===== src/common/pss_defines.vh =====
// Purpose: constants for the pcm slot, phase and strobe control block
// Assumes: AXI4-Lite byte addresses, one aligned 32-bit word per register
// Notes: included by rtl/pss_ctrl.v only
//
// Notes on behaviour
// (RULE_01) highway bit clock is delayed against frame sync by a programmable amount
// (RULE_02) transmit and receive have own shift; each acts alike on highways 0 and 1
// (RULE_03) phase register is write-only and clears to zero at reset
// (RULE_04) shift codes 000..101 give 2..7, 110 gives 0, 111 gives 1
// (RULE_05) transmit shift in bits 5..3, receive shift in bits 2..0, bits 7..6 ignored
// (RULE_06) each slot entry ties one port line and one channel/direction to a highway
// (RULE_07) mode 11 none, 10 highway 1, 01 highway 0, 00 processor transfer
// (RULE_08) transfer mode bits sit in bits 7 and 6 of each slot entry
// (RULE_09) software writes low six entry bits from time slot and clock shift
// (RULE_10) a programmable frame-synchronous signaling strobe output is driven
// (RULE_11) while strobe is active the six spare signaling bits go to expansion logic
// (RULE_12) strobe configuration is read/write and resets to zero, strobe inactive
// (RULE_13) source 0: strobe high when a direction enable and a channel select match
// (RULE_14) channel mode: low if both enables or both selects clear; all four set, high
// (RULE_15) source 1 fixed span: six bits, always high at bit 0 both directions
// (RULE_16) span nine bits: transmit always on bits 2..0, receive on bits 1..0
// (RULE_17) each set position bit adds a receive position; transmit low there
// (RULE_18) strobe is the enable of an external three-state expansion driver
// (RULE_19) software also programs transmit strobe for listed patterns to avoid contention; the code inverts the position bits for transmit instead
// (RULE_20) signaling byte: bits 7..5 signals, 4..1 programmable pins, 0 expansion bit
`ifndef PSS_DEFINES_VH
`define PSS_DEFINES_VH

// ==========================================================
// register map
`define PSS_ADDR_PHASE 8'h00
`define PSS_ADDR_STROBE 8'h04
`define PSS_ADDR_STATUS 8'h08
`define PSS_ADDR_SLOT_BASE 8'h80
`define PSS_SLOT_SEL_BIT 7

// ==========================================================
// field positions
`define PSS_TX_SHIFT_HI 5
`define PSS_TX_SHIFT_LO 3
`define PSS_RX_SHIFT_HI 2
`define PSS_RX_SHIFT_LO 0
`define PSS_MODE_HI 7
`define PSS_MODE_LO 6
`define PSS_SLOT_HI 5
`define PSS_SLOT_LO 0
`define PSS_SCR_RX_EN 7
`define PSS_SCR_TX_EN 6
`define PSS_SCR_CHA 5
`define PSS_SCR_CHB 4
`define PSS_SCR_POS_HI 7
`define PSS_SCR_POS_LO 4
`define PSS_SCR_SRC 3
`define PSS_SCR_FIXED 2

// ==========================================================
// codes and reset values
`define PSS_MODE_NONE 2'b11
`define PSS_MODE_HW1 2'b10
`define PSS_MODE_HW0 2'b01
`define PSS_MODE_CPU 2'b00
`define PSS_PHASE_RST 8'h00
`define PSS_STROBE_RST 8'h00
`define PSS_SLOT_RST 8'hc0
`define PSS_SHIFT_BIAS 3'h2
`define PSS_RESP_OKAY 2'b00
`define PSS_RESP_SLVERR 2'b10

// ==========================================================
// strobe spans and positions
`define PSS_FIXED_SPAN 6
`define PSS_FREE_SPAN 9
`define PSS_FIXED_POS_BASE 1
`define PSS_FREE_POS_BASE 3
`define PSS_TX_ALWAYS_TOP 2
`define PSS_RX_ALWAYS_TOP 1

`endif


===== src/rtl/pss_ctrl.v =====
// Purpose: highway phase shift, slot assignment table and signaling strobe
// Assumes: highway clock and frame sync arrive unsynchronised on pins
// Notes: register access over AXI4-Lite, one write and one read at a time
`timescale 1ns/10ps
`include "pss_defines.vh"

module pss_ctrl #(
  parameter LINES = 8,
  parameter DIRS = 4,
  parameter CNT_W = 9
) (
  input wire aclk, // 250 MHz system clock
  input wire aresetn, // synchronous reset, active low
  input wire [7:0] s_axi_awaddr, // write address
  input wire s_axi_awvalid, // write address valid
  output reg s_axi_awready, // write address ready
  input wire [31:0] s_axi_wdata, // write data
  input wire [3:0] s_axi_wstrb, // write byte enables
  input wire s_axi_wvalid, // write data valid
  output reg s_axi_wready, // write data ready
  output reg [1:0] s_axi_bresp, // write response
  output reg s_axi_bvalid, // write response valid
  input wire s_axi_bready, // write response ready
  input wire [7:0] s_axi_araddr, // read address
  input wire s_axi_arvalid, // read address valid
  output reg s_axi_arready, // read address ready
  output reg [31:0] s_axi_rdata, // read data
  output reg [1:0] s_axi_rresp, // read response
  output reg s_axi_rvalid, // read data valid
  input wire s_axi_rready, // read data ready
  input wire highway_clk, // highway bit clock pin
  input wire frame_sync_pulse, // frame sync pin, active high
  input wire sig_window, // signaling bits of a channel are on the line
  input wire sig_dir_tx, // 1 transmit, 0 receive signaling byte
  input wire sig_chan_b, // 1 second channel, 0 first channel
  input wire [3:0] sig_bit_pos, // position within the signaling bits
  output reg signaling_strobe_q, // expansion strobe / driver enable
  output reg tx_frame_q, // one-cycle pulse: shifted transmit frame start
  output reg rx_frame_q, // one-cycle pulse: shifted receive frame start
  output reg [CNT_W-1:0] tx_bit_q, // bit count on the shifted transmit clock
  output reg [CNT_W-1:0] rx_bit_q, // bit count on the shifted receive clock
  output reg [LINES*DIRS-1:0] xfer_hw0_q, // entry active now on highway 0
  output reg [LINES*DIRS-1:0] xfer_hw1_q, // entry active now on highway 1
  output reg [LINES*DIRS-1:0] xfer_cpu_q // entry active now for processor
);

  // ==========================================================
  // helpers
  function [2:0] shift_of;
    input [2:0] code;
    begin
      shift_of = code + `PSS_SHIFT_BIAS; // RULE_04
    end
  endfunction

  // ==========================================================
  // registers
  reg [7:0] phase_q;
  reg [7:0] strobe_cfg_q;
  reg [7:0] slot_q [0:LINES*DIRS-1];
  reg aw_held_q;
  reg w_held_q;
  reg [7:0] aw_addr_q;
  reg [7:0] w_data_q;
  reg w_lane_q;
  reg hc_s1_q, hc_s2_q, hc_s3_q;
  reg fs_s1_q, fs_s2_q, fs_s3_q;
  reg hc_lvl_q;
  reg fs_lvl_q;
  reg [CNT_W-1:0] bit_cnt_q;
  reg [CNT_W-1:0] bit_cnt_d;
  reg strobe_d;
  reg [7:0] rd_data;
  reg rd_ok;
  integer i;
  integer j;

  wire [2:0] tx_shift = shift_of(phase_q[`PSS_TX_SHIFT_HI:`PSS_TX_SHIFT_LO]); // RULE_05
  wire [2:0] rx_shift = shift_of(phase_q[`PSS_RX_SHIFT_HI:`PSS_RX_SHIFT_LO]); // RULE_05
  // an edge counts only once stages two and three agree, so a runt seen by one stage is dropped
  wire clk_rise = hc_s2_q & hc_s3_q & ~hc_lvl_q;
  wire sync_rise = fs_s2_q & fs_s3_q & ~fs_lvl_q;
  wire do_write = aw_held_q & w_held_q & ~s_axi_bvalid;
  wire wr_slot = aw_addr_q[`PSS_SLOT_SEL_BIT];
  wire [4:0] wr_idx = aw_addr_q[6:2];
  wire [4:0] rd_idx = s_axi_araddr[6:2];

  // ==========================================================
  // write channel
  always @(posedge aclk) begin
    if (!aresetn) begin
      s_axi_awready <= 1'b0;
      s_axi_wready <= 1'b0;
      s_axi_bvalid <= 1'b0;
      s_axi_bresp <= `PSS_RESP_OKAY;
      aw_held_q <= 1'b0;
      w_held_q <= 1'b0;
      aw_addr_q <= 8'h00;
      w_data_q <= 8'h00;
      w_lane_q <= 1'b0;
      phase_q <= `PSS_PHASE_RST; // RULE_03
      strobe_cfg_q <= `PSS_STROBE_RST; // RULE_12
      for (i = 0; i < LINES*DIRS; i = i + 1) begin
        slot_q[i] <= `PSS_SLOT_RST;
      end
    end else begin
      // address and data are taken in either order and held until both are in
      s_axi_awready <= ~aw_held_q & ~s_axi_awready & s_axi_awvalid;
      s_axi_wready <= ~w_held_q & ~s_axi_wready & s_axi_wvalid;
      if (s_axi_awvalid & s_axi_awready) begin
        aw_held_q <= 1'b1;
        aw_addr_q <= s_axi_awaddr;
      end
      if (s_axi_wvalid & s_axi_wready) begin
        w_held_q <= 1'b1;
        w_data_q <= s_axi_wdata[7:0];
        w_lane_q <= s_axi_wstrb[0];
      end
      if (do_write) begin
        aw_held_q <= 1'b0;
        w_held_q <= 1'b0;
        s_axi_bvalid <= 1'b1;
        s_axi_bresp <= `PSS_RESP_OKAY;
        if (wr_slot) begin
          if (w_lane_q) begin
            slot_q[wr_idx] <= w_data_q; // RULE_06 RULE_09
          end
        end else if (aw_addr_q == `PSS_ADDR_PHASE) begin
          if (w_lane_q) begin
            phase_q <= w_data_q; // RULE_03
          end
        end else if (aw_addr_q == `PSS_ADDR_STROBE) begin
          if (w_lane_q) begin
            strobe_cfg_q <= w_data_q; // RULE_12
          end
        end else if (aw_addr_q != `PSS_ADDR_STATUS) begin
          s_axi_bresp <= `PSS_RESP_SLVERR;
        end else begin
          // status is read-only; a write there is accepted and dropped
          s_axi_bresp <= `PSS_RESP_OKAY;
        end
      end else if (s_axi_bvalid & s_axi_bready) begin
        s_axi_bvalid <= 1'b0;
      end
    end
  end

  // ==========================================================
  // read channel
  always @* begin
    rd_data = 8'h00;
    rd_ok = 1'b1;
    if (s_axi_araddr[`PSS_SLOT_SEL_BIT]) begin
      rd_data = slot_q[rd_idx];
    end else begin
      case (s_axi_araddr)
        // phase register is write-only and reads as zero
        `PSS_ADDR_PHASE: rd_data = 8'h00; // RULE_03
        `PSS_ADDR_STROBE: rd_data = strobe_cfg_q; // RULE_12
        `PSS_ADDR_STATUS: rd_data = {5'h00, tx_shift};
        default: rd_ok = 1'b0;
      endcase
    end
  end

  always @(posedge aclk) begin
    if (!aresetn) begin
      s_axi_arready <= 1'b0;
      s_axi_rvalid <= 1'b0;
      s_axi_rdata <= 32'h00000000;
      s_axi_rresp <= `PSS_RESP_OKAY;
    end else begin
      s_axi_arready <= ~s_axi_arready & ~s_axi_rvalid & s_axi_arvalid;
      if (s_axi_arvalid & s_axi_arready) begin
        s_axi_rvalid <= 1'b1;
        s_axi_rdata <= {24'h000000, rd_data};
        s_axi_rresp <= rd_ok ? `PSS_RESP_OKAY : `PSS_RESP_SLVERR;
      end else if (s_axi_rvalid & s_axi_rready) begin
        s_axi_rvalid <= 1'b0;
      end
    end
  end

  // ==========================================================
  // pin synchronisers and frame bit count
  always @(posedge aclk) begin
    if (!aresetn) begin
      hc_s1_q <= 1'b0;
      hc_s2_q <= 1'b0;
      hc_s3_q <= 1'b0;
      fs_s1_q <= 1'b0;
      fs_s2_q <= 1'b0;
      fs_s3_q <= 1'b0;
      hc_lvl_q <= 1'b0;
      fs_lvl_q <= 1'b0;
    end else begin
      hc_s1_q <= highway_clk;
      hc_s2_q <= hc_s1_q;
      hc_s3_q <= hc_s2_q;
      fs_s1_q <= frame_sync_pulse;
      fs_s2_q <= fs_s1_q;
      fs_s3_q <= fs_s2_q;
      if (hc_s2_q == hc_s3_q) begin
        hc_lvl_q <= hc_s3_q;
      end
      if (fs_s2_q == fs_s3_q) begin
        fs_lvl_q <= fs_s3_q;
      end
    end
  end

  always @* begin
    bit_cnt_d = bit_cnt_q;
    if (sync_rise) begin
      bit_cnt_d = {CNT_W{1'b0}};
    end else if (clk_rise) begin
      bit_cnt_d = bit_cnt_q + {{(CNT_W-1){1'b0}}, 1'b1};
    end
  end

  // shifted clocks: the frame seen by each direction starts shift bit periods
  // after the sync pulse, the same for both highways
  always @(posedge aclk) begin
    if (!aresetn) begin
      bit_cnt_q <= {CNT_W{1'b0}};
      tx_bit_q <= {CNT_W{1'b0}};
      rx_bit_q <= {CNT_W{1'b0}};
      tx_frame_q <= 1'b0;
      rx_frame_q <= 1'b0;
    end else begin
      bit_cnt_q <= bit_cnt_d;
      tx_bit_q <= bit_cnt_d - {{(CNT_W-3){1'b0}}, tx_shift}; // RULE_01 RULE_02
      rx_bit_q <= bit_cnt_d - {{(CNT_W-3){1'b0}}, rx_shift}; // RULE_01 RULE_02
      tx_frame_q <= (sync_rise | clk_rise) &
                    (bit_cnt_d == {{(CNT_W-3){1'b0}}, tx_shift}); // RULE_01
      rx_frame_q <= (sync_rise | clk_rise) &
                    (bit_cnt_d == {{(CNT_W-3){1'b0}}, rx_shift}); // RULE_01
    end
  end

  // ==========================================================
  // slot table lookup
  // the low six bits are compared with the current slot of the entry's direction;
  // software folds the clock shift into that value
  always @(posedge aclk) begin
    if (!aresetn) begin
      xfer_hw0_q <= {LINES*DIRS{1'b0}};
      xfer_hw1_q <= {LINES*DIRS{1'b0}};
      xfer_cpu_q <= {LINES*DIRS{1'b0}};
    end else begin
      for (j = 0; j < LINES*DIRS; j = j + 1) begin
        // entries 0..15 are receive (index/LINES 0,1), 16..31 transmit
        if (slot_q[j][`PSS_SLOT_HI:`PSS_SLOT_LO] ==
            ((j >= 2*LINES) ? tx_bit_q[8:3] : rx_bit_q[8:3])) begin // RULE_06 RULE_09
          xfer_hw0_q[j] <= slot_q[j][`PSS_MODE_HI:`PSS_MODE_LO] == `PSS_MODE_HW0; // RULE_07 RULE_08
          xfer_hw1_q[j] <= slot_q[j][`PSS_MODE_HI:`PSS_MODE_LO] == `PSS_MODE_HW1; // RULE_07 RULE_08
          xfer_cpu_q[j] <= slot_q[j][`PSS_MODE_HI:`PSS_MODE_LO] == `PSS_MODE_CPU; // RULE_07 RULE_08
        end else begin
          xfer_hw0_q[j] <= 1'b0;
          xfer_hw1_q[j] <= 1'b0;
          xfer_cpu_q[j] <= 1'b0;
        end
      end
    end
  end

  // ==========================================================
  // signaling strobe
  // tx and rx share the position bits; at each position a position bit covers, the tx strobe is the
  // inverse of the rx one, so software programs a single pattern
  always @* begin
    strobe_d = 1'b0;
    if (sig_window) begin
      if (!strobe_cfg_q[`PSS_SCR_SRC]) begin
        strobe_d = (sig_dir_tx ? strobe_cfg_q[`PSS_SCR_TX_EN] : strobe_cfg_q[`PSS_SCR_RX_EN]) &
                   (sig_chan_b ? strobe_cfg_q[`PSS_SCR_CHB] : strobe_cfg_q[`PSS_SCR_CHA]); // RULE_13 RULE_14
      end else if (strobe_cfg_q[`PSS_SCR_FIXED]) begin
        if (sig_bit_pos == 4'h0) begin
          strobe_d = 1'b1; // RULE_15
        end else if (sig_bit_pos < `PSS_FIXED_SPAN) begin
          strobe_d = sig_dir_tx ^ strobe_cfg_q[`PSS_SCR_POS_LO + sig_bit_pos - 4'h1]; // RULE_17
          if (sig_bit_pos == `PSS_FIXED_SPAN - 1) begin
            strobe_d = 1'b0; // RULE_15
          end
        end
      end else begin
        if (sig_dir_tx && sig_bit_pos <= `PSS_TX_ALWAYS_TOP) begin
          strobe_d = 1'b1; // RULE_16
        end else if (!sig_dir_tx && sig_bit_pos <= `PSS_RX_ALWAYS_TOP) begin
          strobe_d = 1'b1; // RULE_16
        end else if (sig_bit_pos >= `PSS_FREE_POS_BASE &&
                     sig_bit_pos < `PSS_FREE_POS_BASE + 4) begin
          strobe_d = sig_dir_tx ^
                     strobe_cfg_q[`PSS_SCR_POS_LO + sig_bit_pos - `PSS_FREE_POS_BASE]; // RULE_17
        end
      end
    end
  end

  always @(posedge aclk) begin
    if (!aresetn) begin
      signaling_strobe_q <= 1'b0; // RULE_12
    end else begin
      // this level enables the external expansion driver onto the port line
      signaling_strobe_q <= strobe_d; // RULE_10 RULE_11 RULE_18
    end
  end

endmodule


===== config.mk =====
export PLATFORM = sky130hd
export DESIGN_NAME = pss_ctrl
export DESIGN_NICKNAME = d
export VERILOG_FILES = /design/src/rtl/pss_ctrl.v
export VERILOG_INCLUDE_DIRS = /design/src /design/src/common
export SDC_FILE = /design/constraint.sdc
export NUM_CORES = 1
export LEC_CHECK = 0
export BUFFER_PORTS_ARGS = -buffer_cell sky130_fd_sc_hd__buf_2
export CORE_MARGIN = 3
export CORE_UTILIZATION = 59
export DETAILED_ROUTE_END_ITERATION = 7
export MAX_ROUTING_LAYER = met4
export PLACE_DENSITY = 0.8
export SETUP_SLACK_MARGIN = 0.02
export SYNTH_ARGS = -nofsm -noshare
export SYNTH_HDL_FRONTEND = slang
export SYNTH_SLANG_ARGS = --single-unit

===== constraint.sdc =====
create_clock -name aclk -period 3.4 [get_ports aclk]
set_clock_uncertainty 0.05 [all_clocks]
set_input_delay 0.17 -clock aclk [delete_from_list [all_inputs] [get_ports aclk]]
set_output_delay 0.17 -clock aclk [all_outputs]
set_load 0.02 [all_outputs]

## Word level (Yosys, flattened, before mapping)

Memories as Yosys holds them, arrays and structs flattened.
Cells that the tools add are included.

| storage, ports and cells | value |
|---|---|
| output and inout port bits | 158 |
| input bits | 68 |
| memories | 1 |
| register bits | 184 |
| bits in writable memories | 256 |

| cells by class | value |
|---|---|
| equal/unequal tests | 105 |
| add/subtract/negate cells | 8 |
| reductions and logical operators | 79 |
| multiplexer cells | 38 |
| bitwise logic cells | 35 |
| $lt $le $gt $ge | 7 |

Memory list:

| name | words | width | read ports | clocked after memory_dff | wr ports | line | text |
|---|---|---|---|---|---|---|---|
| slot_q | 32 | 8 | 33 | 0 | 32 | pss_ctrl.v:60 | `reg [7:0] slot_q [0:LINES*DIRS-1];` |

Operators with widths:

| operator | count |
|---|---|
| == test 6 bit | 32 |
| AND reduction 2 bit | 33 |
| == test 2 x 1 -> 1 bit, second input constant | 32 |
| == test 2 bit, second input constant | 32 |
| logical NOT 2 bit | 32 |
| less-than comparator 32 x 4 -> 1 bit, second input constant | 2 |
| subtractor 32 x 1 -> 32 bit, second input constant | 1 |
| 2-to-1 mux 1 bit | 25 |
| AND 1 bit | 20 |
| == test 9 x 3 -> 1 bit | 2 |
| 2-to-1 mux 9 bit | 2 |
| subtractor 9 x 3 -> 9 bit | 2 |
| == test 8 x 3 -> 1 bit, second input constant | 2 |
| logical NOT 8 bit | 2 |
| 2-to-1 mux 8 bit | 2 |
| one-hot mux 8 bit (2 select lines) | 1 |
| inverter 1 bit | 12 |
| 2-to-1 mux 2 bit | 5 |
| adder 9 x 1 -> 9 bit, second input constant | 1 |
| == test 8 x 4 -> 1 bit, second input constant | 1 |
| less-than comparator 4 x 3 -> 1 bit, second input constant | 2 |
| inequality test 8 x 4 -> 1 bit, second input constant | 1 |
| OR reduction 8 bit | 1 |
| adder 3 x 2 -> 3 bit, second input constant | 2 |
| 19 further kinds | 25 |

## Logic depth before layout (Yosys ltp)

| depth | value |
|---|---|
| depth in word-level cells | 10 |
| depth in mapped cells | 13 |

## Worst setup path before layout

OpenSTA, ideal clock, no wires.

| path | value |
|---|---|
| path type | register -> register |
| start point | reg hc_s3_q |
| end point | reg tx_bit_q[6] |
| stages on the path, launching flop included | 14 |
| setup time | 128 ps |
| path buffers | 1 |
| slack | 809 ps |
| arrival time | 2413 ps |
| data required time | 3222 ps |
| clock period less this slack | 2591 ps |
| cell sequence | dfxtp_1 > ha_1 > nand2b_1 > buf_2 > and2_0 > o21ai_0 > ha_1 > inv_1 > fa_1 > a21oi_1 > and3_1 > a21boi_1 > xnor2_1 > nor2_1 |

| on the way | value |
|---|---|
| word-level cells in the longest chain between the ends | 5 |

Ends and longest elaborated chain:

| element | line | text |
|---|---|---|
| start, declared | pss_ctrl.v:66 | `reg hc_s1_q, hc_s2_q, hc_s3_q;` |
| start signal, assigned | pss_ctrl.v:199 | `hc_s3_q <= hc_s2_q;` |
| AND 1 bit (2 in a row) | pss_ctrl.v:81 | `wire clk_rise = hc_s2_q & hc_s3_q & ~hc_lvl_q;` |
| 2-to-1 mux 9 bit | pss_ctrl.v:216 | `end else if (clk_rise) begin` |
| 2-to-1 mux 9 bit | pss_ctrl.v:214 | `if (sync_rise) begin` |
| subtractor 9 x 3 -> 9 bit | pss_ctrl.v:232 | `tx_bit_q <= bit_cnt_d - {{(CNT_W-3){1'b0}}, tx_shift};` |
| end signal, assigned | pss_ctrl.v:226 | `tx_bit_q <= {CNT_W{1'b0}};` |
| end signal, assigned | pss_ctrl.v:232 |  |
| end, declared | pss_ctrl.v:40 | `output reg [CNT_W-1:0] tx_bit_q,` |

No other way between the ends.
A chain may end at the register's enable or synchronous reset.

## Worst setup path in the final report

| path | value |
|---|---|
| start point | reg hc_s2_q |
| end point | reg tx_bit_q[6] |

| on the way | value |
|---|---|
| word-level cells in the longest chain between the ends | 5 |

Ends and longest elaborated chain:

| element | line | text |
|---|---|---|
| start, declared | pss_ctrl.v:66 |  |
| start signal, assigned | pss_ctrl.v:198 | `hc_s2_q <= hc_s1_q;` |
| AND 1 bit (2 in a row) | pss_ctrl.v:81 |  |
| 2-to-1 mux 9 bit | pss_ctrl.v:216 |  |
| 2-to-1 mux 9 bit | pss_ctrl.v:214 |  |
| subtractor 9 x 3 -> 9 bit | pss_ctrl.v:232 |  |

No other way between the ends.

==> summary.md <==
| Metric | Value |
|---|---|
| Outcome | finished, final reports clean |
| Initial DRC Count | 1436 |
| Yosys cell types | 60 |
| CP endpoint kind | register |
| Commonest non-fill, non-tap cell in the layout | edfxtp_1 |
| Global-route wire length before repair | 83800 um |
| Initial Util | 60.8% |
| Worst EP arrival | roughly 3.4 ns |
| Reg2Reg Launch Point | hc_s2_q |
| Fillcell total | between 2000 and 2500 |
| Slew @ Worst Pin | 1.16 ns |
| Die W | 193 um |
| Clock buffer count from CTS | 45 |
| Worst-skew pair later-pin latency | 0.56 ns |
| Final-report hold violation count | 0 |
| Synth-to-Final Area Change | 15.6% |
| Async SR Flop Fraction | 0% |
| Pleak | 8.71 nW |
| Area occupied by multi-input gates | between 8000 and 9000 um^2 |
| Antenna violations before repair | 1 |
| Most frequent cells in the layout | edfxtp_1, and2_1, dfxtp_1 |
| Fin crit share | about 88% |
| Avg Inst Size Synth | 12.1 um^2 |
| Setup Crit Path Kind | register to register |
| Clock transition at path regs | 0.06 ns |
| RSZ-0062 raised after global routing | false |
| ANT nets after route | 0 |
| Vias in the first global route | 14917 |
| CTS tree | done |
| Die area | 37400 um^2 |
| Crit. Startpoint | hc_s2_q |
| Cell area power density | just under 500 nW/um^2 |
| CP Launch Type | register |
| DR DRC count | 0 |
| Largest net degree at the start of global routing | 55 |
| Worst VDD drop | ~0.4 mV |
| Setup tns final | 0 ns |
| I/O Pins | between 200 and 250 |
| Top_reg_cell synth | edfxtp_1 |
| Pre-antenna DRT Iters | 5 |
| Register area | 11300 um^2 |
| R2r endpoint | tx_bit_q[6] |
| EDFF count, synth | between 200 and 300 |
| H-tree Lvls | 2 |
| Slack of the worst reg-to-reg path | between 0.4 and 0.5 ns |
| Achievable Freq | 0.334 GHz |
| Max-cap viol count | 0 |
| Vias per inst | 6.13 |
| Crit-path max FO | 9 |
| Total global routing overflow | 0 |
| CTS root buf | clkbuf_16 |
| Clk sinks | 438 |
| Per-cell routed wire length | 22.9 um |
| Placer congestion estimate | 0.894 |
| Layout Utilization | 70.3% |
| Post-Syn Instances | around 1700 |
| Reg2Reg Depth | 12 |
| Final setup fails | 0 |
| CORE AREA | roughly 34000 um^2 |
| Final net count | 1998 |
| Max-slew violations | 0 |
| Cts repair resizes | 0 |
| Sequential share of the synthesized area | 54.7% |
| Layout cell share with drive strength beyond 1 | 20.2% |
| Vias | 14707 |
| Global Route Usage Sum | 29.5% |
| Post-DP HPWL | 37000 um |
| Final critical-path required period | 2.99 ns |
| Routed WL | 55000 um |
| Die Height | approximately 190 um |
| Clock buffer depth | 3 |
| Data required, critical path | 3.76 ns |
| Yosys warnings | 0 |
| Yosys reg bits | 438 |
| Hold crit path type | primary input to register |
| Slew margin rel. | 22.7% |
| Synthesized area | roughly 21000 um^2 |
| Crit path to | tx_bit_q[6] |
| Core Rows | between 60 and 70 |
| Number of port buffers | 172 |
## logic make-up after synthesis
logic type,synth area share [%]
AND/OR/NAND/NOR,18.3
XOR/XNOR,8.88
AO/OA/AOI/OAI,3.60
flip-flops,54.7
buffers and inverters,3.64
multiplexers,9.86
other,0.0181
adder cells (fa/ha/maj),0.979
## Yosys cell counts, drive strengths merged, types with 47 or more instances
master	number	area (um^2)
xor2	98	858
nor3	47	246
edfxtp	256	7690
or3	69	432
xnor2	112	981
mux4	71	1600
and2	206	1290
o21ai	55	275
clkbuf	88	330
nand2	47	176
dfxtp	182	3640
nor2	88	330
buf	60	379
nor3b	67	508
## worst max-delay path, cell delays in order (launching register included)
cell and delay (ns):
dfxtp_1 0.33, ha_1 0.19, nand2b_1 0.21, and2_0 0.23
o21ai_0 0.34, ha_1 0.25, inv_1 0.06, fa_1 0.40
a21oi_1 0.16, and3_1 0.24, a21boi_1 0.21, xnor2_1 0.14
nor2_1 0.05
## metal layers
layer / global-route usage (%) / wire length [um]
met2: 49.0 / 27300
met5: - / 0
met4: 12.2 / 2150
met1: 35.7 / 20200
met3: 5.55 / 5300
## through the flow
stage          power [mW]  instance area (um^2)  worst slack, ns  hold WS, ns  instances
3_3_place_gp         6.70                 22100            0.579        0.328       2282
4_1_cts              11.6                 23900            0.415       0.0404       2400
6_report             11.6                 23900            0.408       0.0629       2401
3_5_place_dp         6.73                 22100            0.417        0.331       2282
5_1_grt              11.9                 23900            0.102       0.0686       2401
2_1_floorplan        6.47                 20800            0.809        0.247       1741
## area by class of cell
class	count	area share [%]
Tap cell	448	2.34
Sequential cell	438	47.4
Antenna cell	1	0.0105
Inverter	12	0.188
Timing Repair Buffer	275	7.40
Clock inverter	14	0.554
Multi-Input combinational cell	1143	36.4
Clock buffer	70	5.75
## worst min-delay path by stage
stage | start | to | cells after the start
after floorplan | frame_sync_pulse | fs_s1_q | 1
after global placement | highway_clk | hc_s1_q | 2
after detailed placement | highway_clk | hc_s1_q | 2
after CTS | s_axi_araddr[7] | s_axi_rresp[1] | 3
after global routing | s_axi_araddr[7] | s_axi_rresp[1] | 3
final | s_axi_araddr[7] | s_axi_rresp[1] | 3
## report_power, final
| group | leakage [nW] | switching [mW] | internal [mW] |
|---|---|---|---|
| registers | 3.89 | 0.161 | 5.71 |
| clock network | 0.739 | 2.01 | 2.95 |
| logic | 4.08 | 0.453 | 0.348 |
| total | 8.71 | 2.62 | 9.00 |
## registers in the layout, summed over array words and instances, names as in the netlist, 6 cells and up
register / flops
slot_q: 256
phase_q: 6
tx_bit_q: 9
xfer_hw1_q: 32
xfer_hw0_q: 32
s_axi_rdata: 8
aw_addr_q: 8
rx_bit_q: 9
bit_cnt_q: 9
xfer_cpu_q: 32
w_data_q: 8
strobe_cfg_q: 8
## repair_timing
item,4_1_cts,5_1_grt
endpoints found under the hold margin,25,0
hold buffers,34,0
setup buffers,0,0
Power figures use the tool's default switching activity.
